--- src/ifd_pkg.sv ---
// constants and types for the instruction format and operand decoder
package ifd_pkg;
   localparam int unsigned INSN_W       = 32;
   localparam int unsigned REG_IDX_W    = 5;
   localparam int unsigned IMM_HALF_W   = 16;
   localparam int unsigned SPR_NUM_W    = 14;
   localparam int unsigned OPC_HI       = 31;
   localparam int unsigned OPC_LO       = 26;
   localparam int unsigned DEST_HI      = 25;
   localparam int unsigned DEST_LO      = 21;
   localparam int unsigned SRCA_HI      = 20;
   localparam int unsigned SRCA_LO      = 16;
   localparam int unsigned SRCB_HI      = 15;
   localparam int unsigned SRCB_LO      = 11;
   localparam int unsigned IMM_HI       = 15;
   localparam int unsigned IMM_LO       = 0;
   localparam int unsigned WIDE_BIT     = 8;
   localparam int unsigned IMM_FMT_BIT  = 29;
   localparam int unsigned SPR_SEL_HI   = 13;
   localparam int unsigned SPR_SEL_LO   = 0;
   localparam logic [5:0]  PREFIX_OPC   = 6'h2C;
   localparam logic [13:0] SPR_PC       = 14'h0000;
   localparam logic [13:0] SPR_STATE    = 14'h0001;
   localparam logic [13:0] SPR_FADDR    = 14'h0003;
   localparam logic [13:0] SPR_FCAUSE   = 14'h0005;
   localparam logic [13:0] SPR_FSTAT    = 14'h0007;
   localparam logic [13:0] SPR_BTARGET  = 14'h000B;
   localparam logic [13:0] SPR_VER_BASE = 14'h2000;
   localparam logic [3:0]  VER_IDX_MAX  = 4'hC;

   typedef enum logic [0:0] {
      IFD_FMT_REG = 1'b0,
      IFD_FMT_IMM = 1'b1
   } ifd_fmt_t;

   typedef enum logic [3:0] {
      IFD_SEL_NONE    = 4'b0000,
      IFD_SEL_PC      = 4'b0001,
      IFD_SEL_STATE   = 4'b0010,
      IFD_SEL_FCAUSE  = 4'b0011,
      IFD_SEL_FADDR   = 4'b0100,
      IFD_SEL_FSTAT   = 4'b0101,
      IFD_SEL_VERSION = 4'b0110,
      IFD_SEL_BTARGET = 4'b0111
   } ifd_spr_sel_t;

   typedef enum logic [0:0] {
      IFD_PFX_IDLE = 1'b0,
      IFD_PFX_HELD = 1'b1
   } ifd_pfx_state_t;
endpackage

--- src/ifd_decoder.sv ---
// instruction format and operand decoder for a soft processor core
`timescale 1ns/10ps
module ifd_decoder #(
   parameter int unsigned DATA_W = 32
) (
   input  wire logic                          clk_in,
   input  wire logic                          sys_rst_in,
   input  wire logic                          insn_valid_in,
   input  wire logic [ifd_pkg::INSN_W-1:0]    insn_in,
   output logic                               insn_ready_out,
   input  wire logic                          exec_ready_in,
   output logic                               dec_valid_out,
   output ifd_pkg::ifd_fmt_t                  fmt_out,
   output logic [ifd_pkg::REG_IDX_W-1:0]      first_source_reg_out,
   output logic [ifd_pkg::REG_IDX_W-1:0]      second_source_reg_out,
   output logic [ifd_pkg::REG_IDX_W-1:0]      dest_reg_out,
   output logic                               second_source_used_out,
   output logic                               dest_write_out,
   output logic [DATA_W-1:0]                  imm_out,
   output logic                               imm_prefixed_out,
   output logic [DATA_W-1:0]                  src_mask_out,
   output logic [DATA_W-1:0]                  dest_mask_out,
   output logic [ifd_pkg::SPR_NUM_W-1:0]      special_register_number_out,
   output ifd_pkg::ifd_spr_sel_t              spr_sel_out,
   output logic [3:0]                         version_idx_out
);
   import ifd_pkg::*;

   localparam int unsigned LOW_W   = 32;
   localparam bit          IS_WIDE = (DATA_W > LOW_W);

   // ----------------------------------------------------------------
   // field extraction
   // ----------------------------------------------------------------
   logic [5:0]            opc;
   logic                  is_prefix;
   ifd_fmt_t              fmt;
   logic [IMM_HALF_W-1:0] imm_lo;
   logic                  wide;
   logic                  take;
   ifd_pfx_state_t        pfx_state;
   logic [IMM_HALF_W-1:0] pfx_half;

   assign opc       = insn_in[OPC_HI:OPC_LO];
   assign is_prefix = (opc == PREFIX_OPC);
   assign fmt       = insn_in[IMM_FMT_BIT] ? IFD_FMT_IMM : IFD_FMT_REG;
   assign imm_lo    = insn_in[IMM_HI:IMM_LO];
   assign wide      = insn_in[WIDE_BIT];
   assign insn_ready_out = exec_ready_in || !dec_valid_out;
   assign take      = insn_valid_in && insn_ready_out;

   // ----------------------------------------------------------------
   // prefix holding
   // ----------------------------------------------------------------
   always_ff @(posedge clk_in or posedge sys_rst_in) begin
      if (sys_rst_in) begin
         pfx_state <= IFD_PFX_IDLE;
         pfx_half  <= '0;
      end else if (take) begin
         case (pfx_state)
            IFD_PFX_IDLE: begin
               if (is_prefix) begin
                  pfx_state <= IFD_PFX_HELD;
                  pfx_half  <= imm_lo;
               end
            end
            IFD_PFX_HELD: begin
               if (is_prefix) begin
                  pfx_half <= imm_lo;
               end else begin
                  pfx_state <= IFD_PFX_IDLE;
               end
            end
            default: pfx_state <= IFD_PFX_IDLE;
         endcase
      end
   end

   // ----------------------------------------------------------------
   // immediate assembly
   // ----------------------------------------------------------------
   logic [DATA_W-1:0] next_imm;
   logic              next_pfx_used;

   always_comb begin
      next_imm      = {{(DATA_W-IMM_HALF_W){imm_lo[IMM_HALF_W-1]}}, imm_lo};
      next_pfx_used = 1'b0;
      if (pfx_state == IFD_PFX_HELD && fmt == IFD_FMT_IMM) begin
         next_imm = {{(DATA_W-LOW_W){pfx_half[IMM_HALF_W-1]}},
                     pfx_half, imm_lo};
         next_pfx_used = 1'b1;
      end
   end

   // ----------------------------------------------------------------
   // operand width masks
   // ----------------------------------------------------------------
   logic [DATA_W-1:0] low_mask;
   logic [DATA_W-1:0] next_mask;

   assign low_mask  = {{(DATA_W-LOW_W){1'b0}}, {LOW_W{1'b1}}};
   assign next_mask = (!IS_WIDE || wide) ? '1 : low_mask;

   // ----------------------------------------------------------------
   // special register mapping
   // ----------------------------------------------------------------
   logic [SPR_NUM_W-1:0] spr_num;
   ifd_spr_sel_t         next_sel;
   logic [3:0]           next_ver;
   logic [SPR_NUM_W-1:0] ver_off;

   assign spr_num = insn_in[SPR_SEL_HI:SPR_SEL_LO];
   assign ver_off = spr_num - SPR_VER_BASE;

   always_comb begin
      next_sel = IFD_SEL_NONE;
      next_ver = '0;
      case (spr_num)
         SPR_PC:      next_sel = IFD_SEL_PC;
         SPR_STATE:   next_sel = IFD_SEL_STATE;
         SPR_FCAUSE:  next_sel = IFD_SEL_FCAUSE;
         SPR_FADDR:   next_sel = IFD_SEL_FADDR;
         SPR_FSTAT:   next_sel = IFD_SEL_FSTAT;
         SPR_BTARGET: next_sel = IFD_SEL_BTARGET;
         default: begin
            if (spr_num >= SPR_VER_BASE &&
                ver_off <= {10'h000, VER_IDX_MAX}) begin
               next_sel = IFD_SEL_VERSION;
               next_ver = ver_off[3:0];
            end
         end
      endcase
   end

   // ----------------------------------------------------------------
   // output register
   // ----------------------------------------------------------------
   always_ff @(posedge clk_in or posedge sys_rst_in) begin
      if (sys_rst_in) begin
         dec_valid_out <= 1'b0;
      end else if (insn_ready_out) begin
         dec_valid_out <= insn_valid_in && !is_prefix;
      end
   end

   always_ff @(posedge clk_in or posedge sys_rst_in) begin
      if (sys_rst_in) begin
         fmt_out                     <= IFD_FMT_REG;
         first_source_reg_out        <= '0;
         second_source_reg_out       <= '0;
         dest_reg_out                <= '0;
         second_source_used_out      <= 1'b0;
         dest_write_out              <= 1'b0;
         imm_out                     <= '0;
         imm_prefixed_out            <= 1'b0;
         src_mask_out                <= '0;
         dest_mask_out               <= '0;
         special_register_number_out <= '0;
         spr_sel_out                 <= IFD_SEL_NONE;
         version_idx_out             <= '0;
      end else if (take && !is_prefix) begin
         fmt_out               <= fmt;
         first_source_reg_out  <= insn_in[SRCA_HI:SRCA_LO];
         second_source_reg_out <= insn_in[SRCB_HI:SRCB_LO];
         dest_reg_out          <= insn_in[DEST_HI:DEST_LO];
         second_source_used_out <= (fmt == IFD_FMT_REG);
         dest_write_out        <= 1'b1;
         imm_out               <= next_imm;
         imm_prefixed_out      <= next_pfx_used;
         src_mask_out          <= next_mask;
         dest_mask_out         <= next_mask;
         special_register_number_out <= spr_num;
         spr_sel_out           <= next_sel;
         version_idx_out       <= next_ver;
      end
   end
endmodule // ifd_decoder

--- config.mk ---
export PLATFORM = sky130hd
export DESIGN_NAME = ifd_decoder
export DESIGN_NICKNAME = d
export VERILOG_FILES = /design/src/ifd_pkg.sv /design/src/ifd_decoder.sv
export SDC_FILE = /design/constraint.sdc
export NUM_CORES = 1
export LEC_CHECK = 0
export ABC_CLOCK_PERIOD_IN_PS = 2900
export BUFFER_PORTS_ARGS = -buffer_cell sky130_fd_sc_hd__clkbuf_2
export CAP_MARGIN = 5
export CORE_ASPECT_RATIO = 1.25
export CORE_UTILIZATION = 46
export DETAILED_ROUTE_END_ITERATION = 12
export HOLD_SLACK_MARGIN = 0.15
export PLACE_DENSITY = 0.9
export SLEW_MARGIN = 20
export SYNTH_ARGS = -nofsm -noshare
export SYNTH_HDL_FRONTEND = slang
export SYNTH_SLANG_ARGS = --single-unit
--- constraint.sdc ---
create_clock -name clk_in -period 2.9 [get_ports clk_in]
set_clock_uncertainty 0.05 [all_clocks]
set_input_delay 0.29 -clock clk_in [delete_from_list [all_inputs] [get_ports clk_in]]
set_output_delay 0.29 -clock clk_in [all_outputs]
set_load 0.01 [all_outputs]
**After elaboration in Yosys (flattened, before gate mapping)**

Index checks and enable logic that the tools add are counted.
Widths: inputs -> output; s select.

- $add $sub $neg: 1
- $lt $le $gt $ge: 2
- Eq/ne operators: 6
- Mux-type cells: 9
- Bitwise gates (word level): 1
- Reduce and logical (&&, ||, !) cells: 11

Operators with widths:

| operator | count |
|---|---|
| $mux 32 | 1 |
| $eq 14x3->1 const B | 2 |
| $pmux 3 s6 | 1 |
| $mux 16 | 1 |
| $eq 14x1->1 const B | 1 |
| $eq 14x2->1 const B | 1 |
| $eq 14x4->1 const B | 1 |
| $ge 14x14->1 const B | 1 |
| $le 14x4->1 const B | 1 |
| $logic_not 14->1 | 1 |
| $sub 14x14->14 const B | 1 |
| $mux 4 | 2 |
| $eq 6x6->1 const B | 1 |
| $reduce_or 6->1 | 1 |
| $logic_and 1x1->1 | 5 |
| $mux 1 | 3 |
| $mux 3 | 1 |
| $logic_not 1->1 | 2 |
| $reduce_and 2->1 | 1 |
| $logic_or 1x1->1 | 1 |
| $not 1->1 | 1 |

- Register bits after elaboration: 92
- Bits of input ports: 36
- Output and inout port bits: 139

**Logic depth before layout (Yosys ltp)**

Gate-level depths: netlist (run 1).

- Depth in word-level cells: 5
- Mapped depth: 7

**Worst setup path after synthesis (run 1)**

OpenSTA, ideal clock, no wires.

- Path kind: register to output
- Start point: reg dest_mask_out[0] (netlist name)
- End point: out dest_mask_out[0]
- Arrival time: 1.602 ns
- Setup slack: 0.958 ns
- Cell stages (with the launch flop): 2
- Path buffers: 1
- Cells stage by stage: dfrtp_1 buf_4

RTL lines:

| what | RTL line | text |
|---|---|---|
| end: declaration | ifd_decoder.sv:22 | `output logic [DATA_W-1:0] dest_mask_out,` |

No word-level cell between the ends.

==> flow_summary.toml, run 1 <==
[setup_path]
cp_num_buf_inv = 1
crit_chain = "clkbuf_2"
crit_family = "flip-flops"
crit_path_max_fanout = 66
required_ns = 2.56
critical_path_class = "reg -> out"
arrival_ns = 1.55
max_stage_delay_ns = 0.94
cp-start-kind = "flip-flop"
crit_path_end_kind = "primary output"
critPathSlowestCell = "dfrtp_2"

[drt]
wirelength_um = 7310
ant_nets = 0
wl_per_cell_um = 14.2
firstDrtPassIters = 5
vias_per_cell = 5.01
drtIter0Drc = 75
vias = 2570
drc_errors = 0

[grt]
grt_max_degree = 67
antenna_found_initial = 0
grt_overflow = 0
grt_pass1_wl_um = 11400
grt_usage = 0.191
grt_pass1_vias = 2264

[die]
num_rows = 35
die_h_um = 100
die_w_um = 80.6
die_area_mm2 = 0.00809
num_io_pins = 175
core_mm2 = 0.00744
initial_core_util = 0.478

[clocking]
cts_root_buf = "clkbuf_8"
hold_buffers = 11
postCtsSetupBuffers = 0
cts_sinks = 71
cts.clk_slew.worst_paths_ns = 0.07
cts_tree = "built"
post_cts_resized = 0
clk_path_buf_depth = 2
cts_buffers = 9
htreeDepth = 3
clk_latency_ns = 0.33

[sta]
setup_viol = 0
worst_slew_pin_slew_ns = 0.881
finalSetupTns_ns = 0
hold_viol = 0
fin_crit_sh = 0.652
slew_headroom = 0.413
max_freq_mhz = 529
fin_crit_ns = 1.89
grt_setup_unrepaired = "false"
finalMaxSlewViolations = 0

[place]
gp_congestion = 0.824
place.port_buffers = 173
hpwlAfterDp_um = 5410

[power_and_ir_drop]
powerDensity_mw_per_mm2 = 567
ir_drop_mv = 0.337
p_clk_frac = 0.287
power.total_w = 0.00234
sequentialPowerShare = 0.511
switching_share = 0.287
p_switching_w = 0.000670
cellInternalPower_w = 0.00167
p_leak_nw = 2.14
comb_power_share = 0.202

[cells_and_area]
areaGrowthSynthToFinish_pct = 15.9
drive_gt1_frac = 0.568
n_antenna_cell = 0
nets = 453

[run_status]
status = "finished clean"

[yosys]
avgSynthCellArea_um2 = 11.1
synth-async-reset-ratio = 1.00
ys_seq_area_frac = 0.500
yosysMostFrequentCell = "buf_4"
syn_area_mm2 = 0.00356
synth_cells = 320
yosysWarnings = 0
synth_top_cells_by_count = "87 x buf_4, 71 x dfrtp_1, 33 x mux2_2"
ys.flop_type = "dfrtp_1"
synth_top_area_share = 0.500
yosys.area.top_type = "dfrtp_1"
syn-num-nets = 356
synth_edf_count = 0
synth_area_leaders = "dfrtp_1 50%, buf_4 18%, mux2_2 10%"
ys_ff_latch = 71
synth.distinct_cells = 28

[min_path]
hp-class = "in -> reg"

[flow_run]
max_cap_violations = 0
==> cell type report <==
cell class	count	area [um^2]
tap	92	115
fill	615	3320
multi-input combinational	143	1030
inverter	2	7.51
clock inverter	3	20.0
clock buffer	12	145
sequential	71	1780
timing repair buffer	190	1020
==> sequential cells by signal, indices dropped and copies added, names as in the netlist <==
register,count
version_idx_out,4
dec_valid_out,1
spr_sel_out,3
pfx_half,16
imm_prefixed_out,1
second_source_used_out,1
imm_out,28
dest_mask_out,1
pfx_state,1
dest_reg_out,5
second_source_reg_out,4
first_source_reg_out,5
fmt_out,1
==> final timing paths <==
kind,from,to,slack [ns],cells past startpoint
setup / recovery,dest_mask_out[0],src_mask_out[19],1.01,1
hold / removal,insn_in[7],pfx_half[7],0.18,2
setup reg to reg,dec_valid_out,spr_sel_out[0],1.10,5
hold reg to reg,second_source_used_out,second_source_used_out,0.44,2
max in group asynchronous,sys_rst_in,version_idx_out[2],1.50,4
min in group asynchronous,sys_rst_in,dest_reg_out[1],0.60,3
==> per-stage QoR <==
stage           util  instance area (um^2)  instances  hold slack [ns]  worst slack [ns]
2_1_floorplan      -                  3560        320            0.387             0.763
3_3_place_gp   0.516                  3840        487            0.412             0.974
3_5_place_dp   0.516                  3840        487            0.421             0.885
4_1_cts        0.553                  4120        513            0.157             0.965
5_1_grt        0.553                  4120        513            0.158             0.754
6_report       0.553                  4120        513            0.177              1.01
==> placed cells by master, fill, tap and decap left out, types with 3 or more instances in the layout <==
master / instances
nand2b_1: 4
nand3_1: 3
dlygate4sd3_1: 11
mux2_4: 9
nand2_1: 32
dfrtp_1: 70
clkbuf_2: 173
clkbuf_8: 10
o21ai_0: 28
buf_4: 6
mux2_2: 33
a31oi_1: 17
==> power groups by stage <==
stage / clock network (W) / registers [W] / logic (W)
after detailed placement: 0 / 0.00121 / 0.000464
after global routing: 0.000724 / 0.00121 / 0.000517
after CTS: 0.000685 / 0.00120 / 0.000477
after floorplan: 0 / 0.00124 / 0.000271
after global placement: 0 / 0.00120 / 0.000450
final: 0.000670 / 0.00119 / 0.000471
==> cell families after synthesis <==
kind of cell / Yosys count / synth area share
compound gates: 51 / 0.0809
flops: 71 / 0.500
buf+inv: 106 / 0.212
other cells: 1 / 0.00105
simple gates: 49 / 0.0640
mux: 42 / 0.143
==> per-layer routing <==
layer | vias up | track usage | part of all wire
li1 | 1189 | - | -
met1 | 1217 | 0.218 | 0.40
met2 | 152 | 0.323 | 0.51
met3 | 12 | 0.0527 | 0.065
met4 | 0 | 0.0962 | 0.025
met5 | - | 0 | 0
(Power assumes the default switching activity.)
==> run 2: changes to the inputs <==
--- a/config.mk
+++ b/config.mk
@@ -5,7 +5,7 @@
 export SDC_FILE = /design/constraint.sdc
 export NUM_CORES = 1
 export LEC_CHECK = 0
-export ABC_CLOCK_PERIOD_IN_PS = 2900
+export ABC_CLOCK_PERIOD_IN_PS = 1800
 export BUFFER_PORTS_ARGS = -buffer_cell sky130_fd_sc_hd__clkbuf_2
 export CAP_MARGIN = 5
 export CORE_ASPECT_RATIO = 1.25
==> constraint.sdc (replaced) <==
create_clock -name clk_in -period 1.8 [get_ports clk_in]
set_clock_uncertainty 0.05 [all_clocks]
set_input_delay 0.18 -clock clk_in [delete_from_list [all_inputs] [get_ports clk_in]]
set_output_delay 0.18 -clock clk_in [all_outputs]
set_load 0.01 [all_outputs]
==> run 2 against run 1 <==
Wire length up 6.9%. Critical path type is now in -> reg. Critical endpoint is now pfx_half[3]. The run now ends with negative setup slack left. Via count grew 6.5%. Sequential share of layout area shrank 3.4 points.
==> flow_summary.toml, run 2 (synthesis gave the netlist of run 1 again) <==
[run_status]
status = "finished, violations left"
violations = "negative setup slack"

[place]
gp_congestion = 0.756
place_area_mm2 = 0.00390
place.port_buffers = 173
placed_cells = 491
hpwlAfterDp_um = 5320

[sta]
fin_crit_sh = 1.01
layout_setup_ws_ns = -0.0108
fin_crit_ns = 1.81
max_freq_mhz = 552
finalMaxSlewViolations = 0
hold_viol = 0
holdWs_ns = 0.242
setup_viol = 3

[die]
initial_core_util = 0.478
die_area_mm2 = 0.00809
die_w_um = 80.6
core_mm2 = 0.00744
die_h_um = 100
num_io_pins = 175
num_rows = 35

[cells_and_area]
areaGrowthSynthToFinish_pct = 25.9
utilization = 0.602
design_area_mm2 = 0.00448
nets = 481
regArea_mm2 = 0.00178
largest_reg_flops = 28
final_common_cell = "clkbuf_2"
drive_gt1_frac = 0.560
fillers = 572
fin_cells = 542
layout_common_cells = "173 x clkbuf_2, 70 x dfrtp_1, 33 x mux2_2"
largestRegisters = "imm_out x28, pfx_half x16"
top_register = "imm_out"
multiInputGateArea_mm2 = 0.00106
n_antenna_cell = 0

[drt]
firstDrtPassIters = 4
wl_per_cell_um = 14.4
vias_per_cell = 5.05
drtIter0Drc = 116
wirelength_um = 7810
vias = 2736
drc_errors = 0
ant_nets = 0

[grt]
antenna_found_initial = 0
grt_pass1_wl_um = 11800
grt_max_degree = 72
grt_overflow = 0
grt_pass1_vias = 2432
grt_usage = 0.197

[clocking]
cts_sinks = 71
clk_path_buf_depth = 2
clk_latency_ns = 0.35
cts_buffers = 9
cts_tree = "built"
cts_root_buf = "clkbuf_8"
htreeDepth = 3
cts.clk_slew.worst_paths_ns = 0.08

[setup_path]
critical_path_class = "in -> reg"
rr_worst_depth = 4
ff2ff_setup_slack_ns = 0.10
arrival_ns = 2.00
timing.rr.end = "pfx_half[3]"
crit_path_max_fanout = 8
r2r_start = "dec_valid_out"
cp-start-kind = "input pin"
required_ns = 1.99
crit_path_end_kind = "flip-flop"

[power_and_ir_drop]
switching_share = 0.280
comb_power_share = 0.197
cellInternalPower_w = 0.00298
ir_drop_mv = 0.583
p_switching_w = 0.00116
p_clk_frac = 0.339
powerDensity_mw_per_mm2 = 926
sequentialPowerShare = 0.464
p_leak_nw = 2.29

[min_path]
hp-start = "insn_in[29]"
holdPathEnd = "second_source_used_out"
worstHoldPathCells = 3
hp-class = "in -> reg"

[flow_run]
max_cap_violations = 0
-- run 2: changes by cell type in the layout (fill, tap and decap cells not counted), moves of 2 or more --
cell / previous run / this run
inv_6: 0 / 2
buf_12: 0 / 2
or4_4: 1 / 3
buf_4: 6 / 11
dlygate4sd3_1: 11 / 29
bufinv_16: 0 / 2
-- run 2: worst max-delay path, cell delays in order --
cell           delay [ns]
dlygate4sd3_1        0.56
clkbuf_2             0.12
nand2b_4             0.15
nand2_2              0.09
or4_4                0.57
mux2_4               0.32
-- run 2: layout make-up --
class	instances	share of cell area
multi-input cells	145	0.237
clock buffers	10	0.0285
inverters	2	0.00251
clock inverters	6	0.0207
well taps	92	0.0257
repair buffers	216	0.288
flip-flops and latches	71	0.397
-- run 2: metal layers --
| layer | GRT usage | routed length [um] | vias to the layer above |
|---|---|---|---|
| met2 | 0.344 | 3990 | 162 |
| met5 | 0 | 0 | - |
| met4 | 0.100 | 178 | 0 |
| met1 | 0.231 | 3150 | 1306 |
| met3 | 0.0336 | 495 | 14 |
| li1 | - | - | 1254 |
-- run 2: how the worst max path moves through the flow --
stage	startpoint	end
floorplan	dec_valid_out	pfx_half[0]
global placement	dec_valid_out	pfx_half[3]
detailed placement	dec_valid_out	pfx_half[1]
CTS	exec_ready_in	pfx_half[4]
global route	exec_ready_in	pfx_half[4]
finish	exec_ready_in	pfx_half[3]
-- run 2: repair_timing --
| action | in CTS | in global routing |
|---|---|---|
| setup endpoints to repair | 0 | 23 |
| hold buffers | 29 | 0 |
| gates resized for setup | 0 | 6 |
| hold endpoints to repair | 117 | 0 |
| setup buffers | 0 | 4 |
-- run 2: power groups by stage --
stage / registers, W / clock network, W / logic (W)
3_3_place_gp: 0.00194 / 0 / 0.000737
3_5_place_dp: 0.00195 / 0 / 0.000758
6_report: 0.00192 / 0.00141 / 0.000816
4_1_cts: 0.00192 / 0.00144 / 0.000808
5_1_grt: 0.00195 / 0.00150 / 0.000890
2_1_floorplan: 0.00200 / 0 / 0.000437
-- run 2: per-stage QoR --
step	power (W)	setup WS (ns)	setup TNS (ns)
2_1_floorplan	0.00243	0.0476	0
3_3_place_gp	0.00267	0.139	0
3_5_place_dp	0.00271	0.0906	0
4_1_cts	0.00417	0.0220	0
5_1_grt	0.00434	-0.0201	-0.140
6_report	0.00415	-0.0108	-0.0196
